--- src/shared/ccd_pkg.sv ---
// ccd_pkg: constants shared by the instruction executor and its watchdog
// assumes a 32-bit apb bus with byte addresses on an 8-bit paddr
package ccd_pkg;

	// apb register byte offsets
	localparam logic [7:0] OFF_OPCODE = 8'h00;
	localparam logic [7:0] OFF_STATUS = 8'h04;
	localparam logic [7:0] OFF_WREG   = 8'h08;
	localparam logic [7:0] OFF_PC     = 8'h0C;
	localparam logic [7:0] OFF_PCLAT  = 8'h10;
	localparam logic [7:0] OFF_TOS    = 8'h14;
	localparam logic [7:0] OFF_FADDR  = 8'h18;
	localparam logic [7:0] OFF_FDATA  = 8'h1C;
	localparam logic [7:0] OFF_WDOG   = 8'h20;
	localparam logic [7:0] OFF_LAST   = 8'h20;

	// register index is offset bits 5:2; all ones marks an unmapped address
	localparam logic [3:0] IDX_NONE = 4'hF;

	// opcode register fields
	localparam int unsigned OPC_OP_LSB = 0;
	localparam int unsigned OPC_OP_MSB = 2;
	localparam int unsigned OPC_D_BIT  = 3;
	localparam int unsigned OPC_F_LSB  = 4;
	localparam int unsigned OPC_F_MSB  = 10;

	// operation codes
	localparam logic [2:0] OP_NOP    = 3'h0;
	localparam logic [2:0] OP_WDCLR  = 3'h1;
	localparam logic [2:0] OP_CALL_VIA_WORKING_REG_OP  = 3'h2;
	localparam logic [2:0] OP_COMPLEMENT_FILE_OP   = 3'h3;
	localparam logic [2:0] OP_CLEAR_FILE_OP   = 3'h4;
	localparam logic [2:0] OP_DECREMENT_FILE_OP   = 3'h5;
	localparam logic [2:0] OP_CLEAR_WORKING_REG_OP   = 3'h6;
	localparam logic [2:0] OP_DECREMENT_SKIP_ON_ZERO_OP = 3'h7;

	// status register bit positions
	localparam int unsigned STS_Z    = 0;
	localparam int unsigned STS_TO_N = 1;
	localparam int unsigned STS_PD_N = 2;
	localparam int unsigned STS_BUSY = 3;
	localparam int unsigned STS_SKIP = 4;

	// tos register depth field
	localparam int unsigned TOS_SP_LSB = 16;

	// reset values
	localparam logic [7:0]  RST_BYTE   = 8'h00;
	localparam logic [14:0] RST_PC     = 15'h0000;
	localparam logic [6:0]  RST_7BIT   = 7'h00;
	localparam logic [3:0]  RST_SP     = 4'h0;
	localparam logic        RST_FLAG_N = 1'b1;

	// timing: clocks per instruction cycle and watchdog prescale
	localparam logic [1:0]  CYC_LAST     = 2'h3;
	localparam logic [7:0]  WDT_PRE_LAST = 8'h03;
	localparam logic [7:0]  WDT_CNT_LAST = 8'hFF;
	localparam int unsigned STACK_DEPTH  = 16;

	typedef enum logic [0:0] {
		S_IDLE,
		S_CALL2
	} ccd_state_type;

endpackage

--- src/shared/ccd_wdt_if.sv ---
// ccd_wdt_if: control and state between the executor and its watchdog
// assumes both ends run on the same core clock
`timescale 1ns/1ps
interface ccd_wdt_if;
	logic       clear;
	logic       tick;
	logic [7:0] count;
	logic [7:0] prescale;
	logic       timeout;

	modport ctrl (
		output clear,
		output tick,
		input  count,
		input  prescale,
		input  timeout
	);

	modport wdog (
		input  clear,
		input  tick,
		output count,
		output prescale,
		output timeout
	);
endinterface

--- src/logic/ccd_wdog.sv ---
// ccd_wdog: watchdog counter with its prescaler
// assumes tick is a one-cycle pulse once per instruction cycle
`timescale 1ns/1ps
module ccd_wdog (
	input wire logic  mclk_i,
	input wire logic  nrst_i,
	ccd_wdt_if.wdog   wd
);
	logic [7:0] pre_reg;
	logic [7:0] cnt_reg;
	logic       tmo_reg;

	// clear zeroes prescaler and counter in the same step
	always_ff @(posedge mclk_i or negedge nrst_i) begin
		if (!nrst_i) begin
			pre_reg <= ccd_pkg::RST_BYTE;
			cnt_reg <= ccd_pkg::RST_BYTE;
			tmo_reg <= 1'b0;
		end else if (wd.clear) begin
			pre_reg <= ccd_pkg::RST_BYTE;
			cnt_reg <= ccd_pkg::RST_BYTE;
			tmo_reg <= 1'b0;
		end else begin
			tmo_reg <= 1'b0;
			if (wd.tick) begin
				pre_reg <= (pre_reg == ccd_pkg::WDT_PRE_LAST) ? ccd_pkg::RST_BYTE
					: pre_reg + 8'h01;
				if (pre_reg == ccd_pkg::WDT_PRE_LAST) begin
					cnt_reg <= cnt_reg + 8'h01;
					tmo_reg <= (cnt_reg == ccd_pkg::WDT_CNT_LAST);
				end
			end
		end
	end

	assign wd.count    = cnt_reg;
	assign wd.prescale = pre_reg;
	assign wd.timeout  = tmo_reg;
endmodule

--- src/logic/ccd_core.sv ---
// ccd_core: executor for watchdog clear, call through w, complement,
// clear and decrement operations on a 128-byte file, with apb access
// assumes apb master on mclk_i; instructions are issued by opcode writes
`timescale 1ns/1ps
// Behaviour
// - watchdog clear zeroes counter, sets both flags
// - watchdog clear also zeroes the prescaler
// - call through w pushes pc plus one
// - pc gets latch bits high, w low
// - call through w lasts two instruction cycles
// - complement yields inverse of file register
// - destination bit zero to w, one to file
// - clear file writes zero, sets zero flag
// - decrement file subtracts one, routes by destination
// - clear w writes zero, sets zero flag
// - decrement skip routes result, flags untouched
// - nonzero decrement skip runs next normally
// - skip replaces next with no-operation cycle
module ccd_core (
	input  wire logic        mclk_i,
	input  wire logic        nrst_i,
	input  wire logic        psel_i,
	input  wire logic        penable_i,
	input  wire logic        pwrite_i,
	input  wire logic [7:0]  paddr_i,
	input  wire logic [31:0] pwdata_i,
	output logic      [31:0] prdata_o,
	output logic             pready_o,
	output logic             pslverr_o
);

	// map a byte address onto a register index
	function automatic logic [3:0] reg_index(input logic [7:0] a);
		if (a[1:0] != 2'h0 || a > ccd_pkg::OFF_LAST) begin
			return ccd_pkg::IDX_NONE;
		end
		return a[5:2];
	endfunction

	ccd_wdt_if wd_bus ();

	ccd_pkg::ccd_state_type state_reg;
	logic [1:0]  div_reg;
	logic        cyc_en;
	logic        pend_reg;
	logic [2:0]  op_reg;
	logic        d_reg;
	logic [6:0]  f_reg;
	logic        skip_reg;
	logic [7:0]  w_reg;
	logic [14:0] pc_reg;
	logic [6:0]  latch_reg;
	logic [6:0]  faddr_reg;
	logic [3:0]  sp_reg;
	logic        z_reg;
	logic        to_n_reg;
	logic        pd_n_reg;
	logic [7:0]  file_mem [128];
	logic [14:0] stk_mem [ccd_pkg::STACK_DEPTH];
	logic [14:0] top_of_stack;
	logic        exec_go;
	logic        do_op;
	logic        busy;
	logic [7:0]  f_val;
	logic [7:0]  alu_res;
	logic        wr_file;
	logic        wr_w;
	logic        z_upd;
	logic        acc;
	logic        wr_en;
	logic [3:0]  wsel;
	logic        issue;
	logic [31:0] rd_val;

	// instruction-cycle enable: one pulse every four clocks
	always_ff @(posedge mclk_i or negedge nrst_i) begin
		if (!nrst_i) begin
			div_reg <= 2'h0;
		end else begin
			div_reg <= div_reg + 2'h1;
		end
	end
	assign cyc_en = (div_reg == ccd_pkg::CYC_LAST);

	// apb decode; an opcode write while busy is held with wait states
	assign acc       = psel_i && penable_i;
	assign wsel      = reg_index(paddr_i);
	assign busy      = pend_reg || (state_reg != ccd_pkg::S_IDLE);
	assign pready_o  = !(acc && pwrite_i && (wsel == ccd_pkg::OFF_OPCODE[5:2]) && busy);
	assign pslverr_o = acc && pready_o && (wsel == ccd_pkg::IDX_NONE);
	assign wr_en     = acc && pwrite_i && pready_o;
	assign issue     = wr_en && (wsel == ccd_pkg::OFF_OPCODE[5:2]);

	// issued instruction waits for the next instruction-cycle boundary
	always_ff @(posedge mclk_i or negedge nrst_i) begin
		if (!nrst_i) begin
			pend_reg <= 1'b0;
			op_reg   <= ccd_pkg::OP_NOP;
			d_reg    <= 1'b0;
			f_reg    <= ccd_pkg::RST_7BIT;
		end else if (issue) begin
			pend_reg <= 1'b1;
			op_reg   <= pwdata_i[ccd_pkg::OPC_OP_MSB:ccd_pkg::OPC_OP_LSB];
			d_reg    <= pwdata_i[ccd_pkg::OPC_D_BIT];
			f_reg    <= pwdata_i[ccd_pkg::OPC_F_MSB:ccd_pkg::OPC_F_LSB];
		end else if (exec_go) begin
			pend_reg <= 1'b0;
		end
	end

	// a pending skip turns the instruction into a no-operation
	assign exec_go = (state_reg == ccd_pkg::S_IDLE) && pend_reg && cyc_en;
	assign do_op   = exec_go && !skip_reg;

	// sequencer: call through w holds a second instruction cycle
	always_ff @(posedge mclk_i or negedge nrst_i) begin
		if (!nrst_i) begin
			state_reg <= ccd_pkg::S_IDLE;
		end else begin
			unique case (state_reg)
				ccd_pkg::S_IDLE: begin
					if (do_op && op_reg == ccd_pkg::OP_CALL_VIA_WORKING_REG_OP) begin
						state_reg <= ccd_pkg::S_CALL2;
					end
				end
				ccd_pkg::S_CALL2: begin
					if (cyc_en) begin
						state_reg <= ccd_pkg::S_IDLE;
					end
				end
			endcase
		end
	end

	// result and destination of the file and w operations
	always_comb begin
		f_val   = file_mem[f_reg];
		alu_res = 8'h00;
		wr_file = 1'b0;
		wr_w    = 1'b0;
		z_upd   = 1'b0;
		unique case (op_reg)
			ccd_pkg::OP_COMPLEMENT_FILE_OP: begin
				alu_res = ~f_val;
				wr_w    = !d_reg;
				wr_file = d_reg;
				z_upd   = 1'b1;
			end
			ccd_pkg::OP_CLEAR_FILE_OP: begin
				wr_file = 1'b1;
				z_upd   = 1'b1;
			end
			ccd_pkg::OP_DECREMENT_FILE_OP, ccd_pkg::OP_DECREMENT_SKIP_ON_ZERO_OP: begin
				alu_res = f_val - 8'h01;
				wr_w    = !d_reg;
				wr_file = d_reg;
				z_upd   = (op_reg == ccd_pkg::OP_DECREMENT_FILE_OP);
			end
			ccd_pkg::OP_CLEAR_WORKING_REG_OP: begin
				wr_w  = 1'b1;
				z_upd = 1'b1;
			end
			ccd_pkg::OP_NOP, ccd_pkg::OP_WDCLR, ccd_pkg::OP_CALL_VIA_WORKING_REG_OP: begin
			end
		endcase
	end

	// skip flag: set by a zero decrement-skip result, used up when the next instruction executes
	always_ff @(posedge mclk_i or negedge nrst_i) begin
		if (!nrst_i) begin
			skip_reg <= 1'b0;
		end else if (do_op && op_reg == ccd_pkg::OP_DECREMENT_SKIP_ON_ZERO_OP) begin
			skip_reg <= (alu_res == 8'h00);
		end else if (exec_go) begin
			skip_reg <= 1'b0;
		end
	end

	// working register; executed results win over a same-cycle bus write
	always_ff @(posedge mclk_i or negedge nrst_i) begin
		if (!nrst_i) begin
			w_reg <= ccd_pkg::RST_BYTE;
		end else if (do_op && wr_w) begin
			w_reg <= alu_res;
		end else if (wr_en && wsel == ccd_pkg::OFF_WREG[5:2]) begin
			w_reg <= pwdata_i[7:0];
		end
	end

	// file registers are plain memory with no reset
	always_ff @(posedge mclk_i) begin
		if (do_op && wr_file) begin
			file_mem[f_reg] <= alu_res;
		end else if (wr_en && wsel == ccd_pkg::OFF_FDATA[5:2]) begin
			file_mem[faddr_reg] <= pwdata_i[7:0];
		end
	end

	// program counter: every issued cycle advances, call through w jumps
	always_ff @(posedge mclk_i or negedge nrst_i) begin
		if (!nrst_i) begin
			pc_reg <= ccd_pkg::RST_PC;
		end else if (do_op && op_reg == ccd_pkg::OP_CALL_VIA_WORKING_REG_OP) begin
			pc_reg <= {latch_reg, w_reg};
		end else if (exec_go) begin
			pc_reg <= pc_reg + 15'h0001;
		end else if (wr_en && wsel == ccd_pkg::OFF_PC[5:2]) begin
			pc_reg <= pwdata_i[14:0];
		end
	end

	// software-loaded latch and file window address
	always_ff @(posedge mclk_i or negedge nrst_i) begin
		if (!nrst_i) begin
			latch_reg <= ccd_pkg::RST_7BIT;
			faddr_reg <= ccd_pkg::RST_7BIT;
		end else if (wr_en) begin
			if (wsel == ccd_pkg::OFF_PCLAT[5:2]) begin
				latch_reg <= pwdata_i[6:0];
			end
			if (wsel == ccd_pkg::OFF_FADDR[5:2]) begin
				faddr_reg <= pwdata_i[6:0];
			end
		end
	end

	// return stack pointer; overflow simply wraps
	always_ff @(posedge mclk_i or negedge nrst_i) begin
		if (!nrst_i) begin
			sp_reg <= ccd_pkg::RST_SP;
		end else if (do_op && op_reg == ccd_pkg::OP_CALL_VIA_WORKING_REG_OP) begin
			sp_reg <= sp_reg + 4'h1;
		end
	end

	// one flop group per stack entry
	for (genvar gi = 0; gi < ccd_pkg::STACK_DEPTH; gi++) begin : g_stk
		always_ff @(posedge mclk_i or negedge nrst_i) begin
			if (!nrst_i) begin
				stk_mem[gi] <= ccd_pkg::RST_PC;
			end else if (do_op && op_reg == ccd_pkg::OP_CALL_VIA_WORKING_REG_OP && sp_reg == 4'(gi)) begin
				stk_mem[gi] <= pc_reg + 15'h0001;
			end
		end
	end
	assign top_of_stack = stk_mem[sp_reg - 4'h1];

	// zero flag; call and decrement-skip leave it alone
	always_ff @(posedge mclk_i or negedge nrst_i) begin
		if (!nrst_i) begin
			z_reg <= 1'b0;
		end else if (do_op && z_upd) begin
			z_reg <= (alu_res == 8'h00);
		end
	end

	// active-low flags; a timeout in the clear cycle still wins
	always_ff @(posedge mclk_i or negedge nrst_i) begin
		if (!nrst_i) begin
			to_n_reg <= ccd_pkg::RST_FLAG_N;
			pd_n_reg <= ccd_pkg::RST_FLAG_N;
		end else begin
			if (wd_bus.timeout) begin
				to_n_reg <= 1'b0;
			end else if (do_op && op_reg == ccd_pkg::OP_WDCLR) begin
				to_n_reg <= 1'b1;
			end
			if (do_op && op_reg == ccd_pkg::OP_WDCLR) begin
				pd_n_reg <= 1'b1;
			end
		end
	end

	// watchdog runs on instruction cycles and is cleared by the executor
	assign wd_bus.clear = do_op && (op_reg == ccd_pkg::OP_WDCLR);
	assign wd_bus.tick  = cyc_en;

	ccd_wdog u_wdog (
		.mclk_i (mclk_i),
		.nrst_i (nrst_i),
		.wd     (wd_bus)
	);

	// read mux; unmapped addresses read zero
	always_comb begin
		rd_val = 32'h0000_0000;
		unique case (reg_index(paddr_i))
			ccd_pkg::OFF_OPCODE[5:2]: rd_val[10:0] = {f_reg, d_reg, op_reg};
			ccd_pkg::OFF_STATUS[5:2]: begin
				rd_val[ccd_pkg::STS_Z]    = z_reg;
				rd_val[ccd_pkg::STS_TO_N] = to_n_reg;
				rd_val[ccd_pkg::STS_PD_N] = pd_n_reg;
				rd_val[ccd_pkg::STS_BUSY] = busy;
				rd_val[ccd_pkg::STS_SKIP] = skip_reg;
			end
			ccd_pkg::OFF_WREG[5:2]:   rd_val[7:0] = w_reg;
			ccd_pkg::OFF_PC[5:2]:     rd_val[14:0] = pc_reg;
			ccd_pkg::OFF_PCLAT[5:2]:  rd_val[6:0] = latch_reg;
			ccd_pkg::OFF_TOS[5:2]: begin
				rd_val[14:0] = top_of_stack;
				rd_val[ccd_pkg::TOS_SP_LSB +: 4] = sp_reg;
			end
			ccd_pkg::OFF_FADDR[5:2]:  rd_val[6:0] = faddr_reg;
			ccd_pkg::OFF_FDATA[5:2]:  rd_val[7:0] = file_mem[faddr_reg];
			ccd_pkg::OFF_WDOG[5:2]:   rd_val[15:0] = {wd_bus.prescale, wd_bus.count};
			default:                  rd_val = 32'h0000_0000;
		endcase
	end

	// read data is caught in the setup cycle so prdata is a flop output
	always_ff @(posedge mclk_i or negedge nrst_i) begin
		if (!nrst_i) begin
			prdata_o <= 32'h0000_0000;
		end else if (psel_i && !penable_i && !pwrite_i) begin
			prdata_o <= rd_val;
		end
	end
endmodule

--- config.mk ---
export PLATFORM = sky130hd
export DESIGN_NAME = ccd_core
export DESIGN_NICKNAME = d
export VERILOG_FILES = /design/src/shared/ccd_pkg.sv /design/src/shared/ccd_wdt_if.sv /design/src/logic/ccd_wdog.sv /design/src/logic/ccd_core.sv
export SDC_FILE = /design/constraint.sdc
export NUM_CORES = 2
export LEC_CHECK = 0
export BUFFER_PORTS_ARGS = -buffer_cell sky130_fd_sc_hd__buf_2
export CAP_MARGIN = 10
export CORE_ASPECT_RATIO = 1.5
export CORE_MARGIN = 4
export CORE_UTILIZATION = 40
export DETAILED_ROUTE_END_ITERATION = 7
export PLACE_DENSITY = 0.61
export SLEW_MARGIN = 5
export SYNTH_ARGS = -nofsm -noshare
export SYNTH_HDL_FRONTEND = slang
export SYNTH_SLANG_ARGS = --single-unit
--- constraint.sdc ---
create_clock -name mclk_i -period 29.6 [get_ports mclk_i]
set_clock_uncertainty 0.1 [all_clocks]
set_input_delay 0 -clock mclk_i [delete_from_list [all_inputs] [get_ports mclk_i]]
set_output_delay 0 -clock mclk_i [all_outputs]
set_load 0.05 [all_outputs]
==> flow_metrics.env <==
export IMPL_num_rows=179
export IMPL_dp_slack_ns=22.05
export IMPL_max_stage_delay_ns=0.93
export IMPL_area_growth_pct=11.1
export IMPL_crit_top_cell="mux4_2"
export IMPL_path_max_fanout=112
export IMPL_worst_pin_slew_ns=1.41
export IMPL_crit_chain="buf_12, buf_4, mux4_2, mux4_2, mux4_2, mux2i_4, nand4b_1, nor3_2, xor2_1, a21oi_1, a21oi_4, buf_4"
export IMPL_die_x_um=335
export IMPL_p_comb_frac=0.029
export IMPL_holdCritPathClass="input pin to flop"
export IMPL_cts_buffer_depth=3
export IMPL_dr_total_vias=36770
export IMPL_cp_start_kind="flop"
export IMPL_cts_buffers=130
export IMPL_path_clk_slew_ns=0.06
export IMPL_largestRegisters="file_mem (1024), stk_mem (240), prdata_o (20)"
export IMPL_grt_overflow_total=0
export IMPL_pwr_share_clk=0.437
export IMPL_critPathBufInv=3
export IMPL_layout_min_cycle_time_ns=7.50
export IMPL_largest_register_ffs=1024
export IMPL_maxCapViolations=0
export IMPL_synthArstFlopShare=0.247
export IMPL_yosysTopAreaCell="edfxtp_1"
export IMPL_viasPerCell=6.10
export IMPL_p_int_mw=2.99
export IMPL_clockRootBuffer="clkbuf_16"
export IMPL_synth_seq_area_share=0.612
export IMPL_crit_family="buffers and inverters"
export IMPL_timing_final_crit_share=0.253
export IMPL_yosys_warnings=0
export IMPL_rsz0062_at_grt="no"
export IMPL_cts_post_setup_buffers_inserted=0
export IMPL_grt_max_degree=146
export IMPL_p_sw_frac=0.216
export IMPL_syn_inst=3813
export IMPL_core_area_um2=159000
export IMPL_synth_edf_count=1024
export IMPL_max_vdd_ir_drop_uv=59.3
export IMPL_syn_cell_area_um2=64000
export IMPL_met2_length_mm=100
export IMPL_die_y_um=498
export IMPL_drt_pass1_iterations=7
export IMPL_tns_ns=0
export IMPL_start_util=0.403
export IMPL_ys_top_cells_by_area="edfxtp_1 (48%), mux4_2 (23%), dfrtp_1 (13%)"
export IMPL_ys_ff_latch=1360
export IMPL_antenna_found_initial=5
export IMPL_met3WireLength_mm=10.5
export IMPL_fin_nets=3890
export IMPL_synth_distinct_cells=67
export IMPL_syn_area_per_cell_um2=16.8
export IMPL_m1WireLength_mm=63.2
export IMPL_worst_path_max_delay_cell="buf_4"
export IMPL_p_leak_nw=23.0
export IMPL_arrival_ns=7.78
export IMPL_drtAntennaViolNets=0
export IMPL_worst_slack_ns=22.10
export IMPL_grt_pass1_wl_mm=272
export IMPL_netlist_top_cells_count="edfxtp_1 (1024), mux4_2 (660), dfrtp_1 (335)"
export IMPL_drt_initial_drc_count=3472
export IMPL_drcViolationCount=0
export IMPL_max_slew_margin_rel=0.0619
export IMPL_drive_gt1_frac=0.286
export IMPL_hpwl_mm=123
export IMPL_io_pins=79
export IMPL_place_congestion=0.875
export IMPL_power_density_nw_per_um2=53.7
export IMPL_regMostFlops="file_mem"
export IMPL_max_freq_mhz=133
export IMPL_clock_sinks=1360
export IMPL_seq_power_share=0.534
export IMPL_post_drt_wl_per_cell_um=31.0
export IMPL_numPortBuffers=49
export IMPL_status="finished, final reports clean"
export IMPL_htree_levels=4
export IMPL_die_area_um2=167000
export IMPL_synth_most_common_cell="edfxtp_1"
export IMPL_nFillCells=13630
export IMPL_p_sw_uw=827
export IMPL_worstSetupEndpointType="flop"
export IMPL_grt_usage=0.225
export IMPL_drv_slew=0
export IMPL_cts_tree="done"
export IMPL_grt_pass1_vias=38120
export IMPL_insertion_delay_ns=0.78
export IMPL_synthFlopType="edfxtp_1"
export IMPL_netlist_area_leader_share=0.481
export IMPL_crit_type="flop to flop"
export IMPL_routed_top_layer="met4"
export IMPL_final_hold_viol_count=0
export IMPL_totalWireLength_mm=187
export IMPL_cp_required_ns=29.88
export IMPL_setup_viol=0
metal layers:
layer  vias up  GRT usage
li1      15405          -
met1     19424      0.251
met2      1503      0.406
met3       438     0.0328
met4         0      0.131
met5         -          0
per-stage QoR:
step,std cells,utilization,power (mW),hold WS (ns),area (µm²)
global placement,5742,0.418,2.19,0.141,66400
floorplan,3824,-,2.14,-0.396,64000
CTS,6019,0.447,3.85,0.0224,71000
finish,6024,0.448,3.82,0.0838,71100
global route,6023,0.448,3.93,0.0744,71100
detailed placement,5742,0.418,2.19,0.151,66400
final cells by class:
class	instances	area [µm²]	area share
antenna	2	5.00	0.0000704
clock buffer	160	3490	0.0491
clock inverter	77	694	0.00977
inverter	14	55.1	0.000774
multi-input combinational	2132	23500	0.330
sequential	1360	39200	0.551
tap	2081	2600	0.0366
timing repair buffer	198	1580	0.0222
layout by cell type (no fill, tap or decap), types with 34 or more instances in the layout:
master         synthesis  routed
a211oi_1              34      34
a21oi_1               78      75
a22oi_1               39      39
buf_2                 20      48
buf_4                 19     101
clkbuf_16              0     133
dfrtp_1              335     326
dlygate4sd3_1          0      39
edfxtp_1            1024    1024
mux2_2                67      66
mux2i_1              105     105
mux4_2               660     660
nand2_1              326     325
nand3_1               39      39
nor2_1               232     230
o21ai_0              260     259
repair_timing:
item / 4_1_cts / 5_1_grt
endpoints found under the hold margin: 293 / 0
setup endpoints to repair: 0 / 0
hold buffers: 40 / 0
resized for setup: 0 / 0
power groups by stage:
| stage | Clock [mW] | Combinational (mW) | Sequential (mW) |
|---|---|---|---|
| CTS | 1.70 | 0.112 | 2.04 |
| finish | 1.67 | 0.110 | 2.04 |
| floorplan | 0 | 0.0624 | 2.08 |
| global route | 1.77 | 0.117 | 2.04 |
| detailed placement | 0 | 0.107 | 2.08 |
| global placement | 0 | 0.106 | 2.08 |
logic make-up after synthesis:
group                      count (synthesis)  synth area share
AOI/OAI and AO/OA                        507            0.0464
xor gates and xnor gates                  37           0.00507
DFF                                     1360             0.612
and+or+nand+nor                          733            0.0496
muxes                                    834             0.261
other                                      1         0.0000586
buffers and inverters                    332            0.0239
adders and majority gates                  9           0.00176
final timing paths:
kind	start	end	slack, ns	cells past startpoint
hold / removal	paddr_i[1]	prdata_o[2]$_DFFE_PN0P_	0.08	7
setup / recovery	f_reg[0]$_DFFE_PN0P_	file_mem[90][5]$_DFFE_PP_	22.10	12
setup reg to reg	f_reg[0]$_DFFE_PN0P_	file_mem[90][5]$_DFFE_PP_	22.10	12
min in group asynchronous	nrst_i	stk_mem[14]$_DFFE_PN0P_	0.41	4
hold reg to reg	u_wdog.wd.timeout$_DFF_PN0_	to_n_reg$_DFFE_PN1P_	0.27	1
max in group asynchronous	nrst_i	f_reg[2]$_DFFE_PN0P_	27.48	5
worst min-delay path, cell delays in order:
cell and delay, ns:
buf_2 0.09, or4_1 0.23, a211oi_1 0.10, a21oi_1 0.12
nand3_1 0.12, a21oi_1 0.15, a31oi_1 0.09
Note: power is estimated with default switching activity, not from simulation.
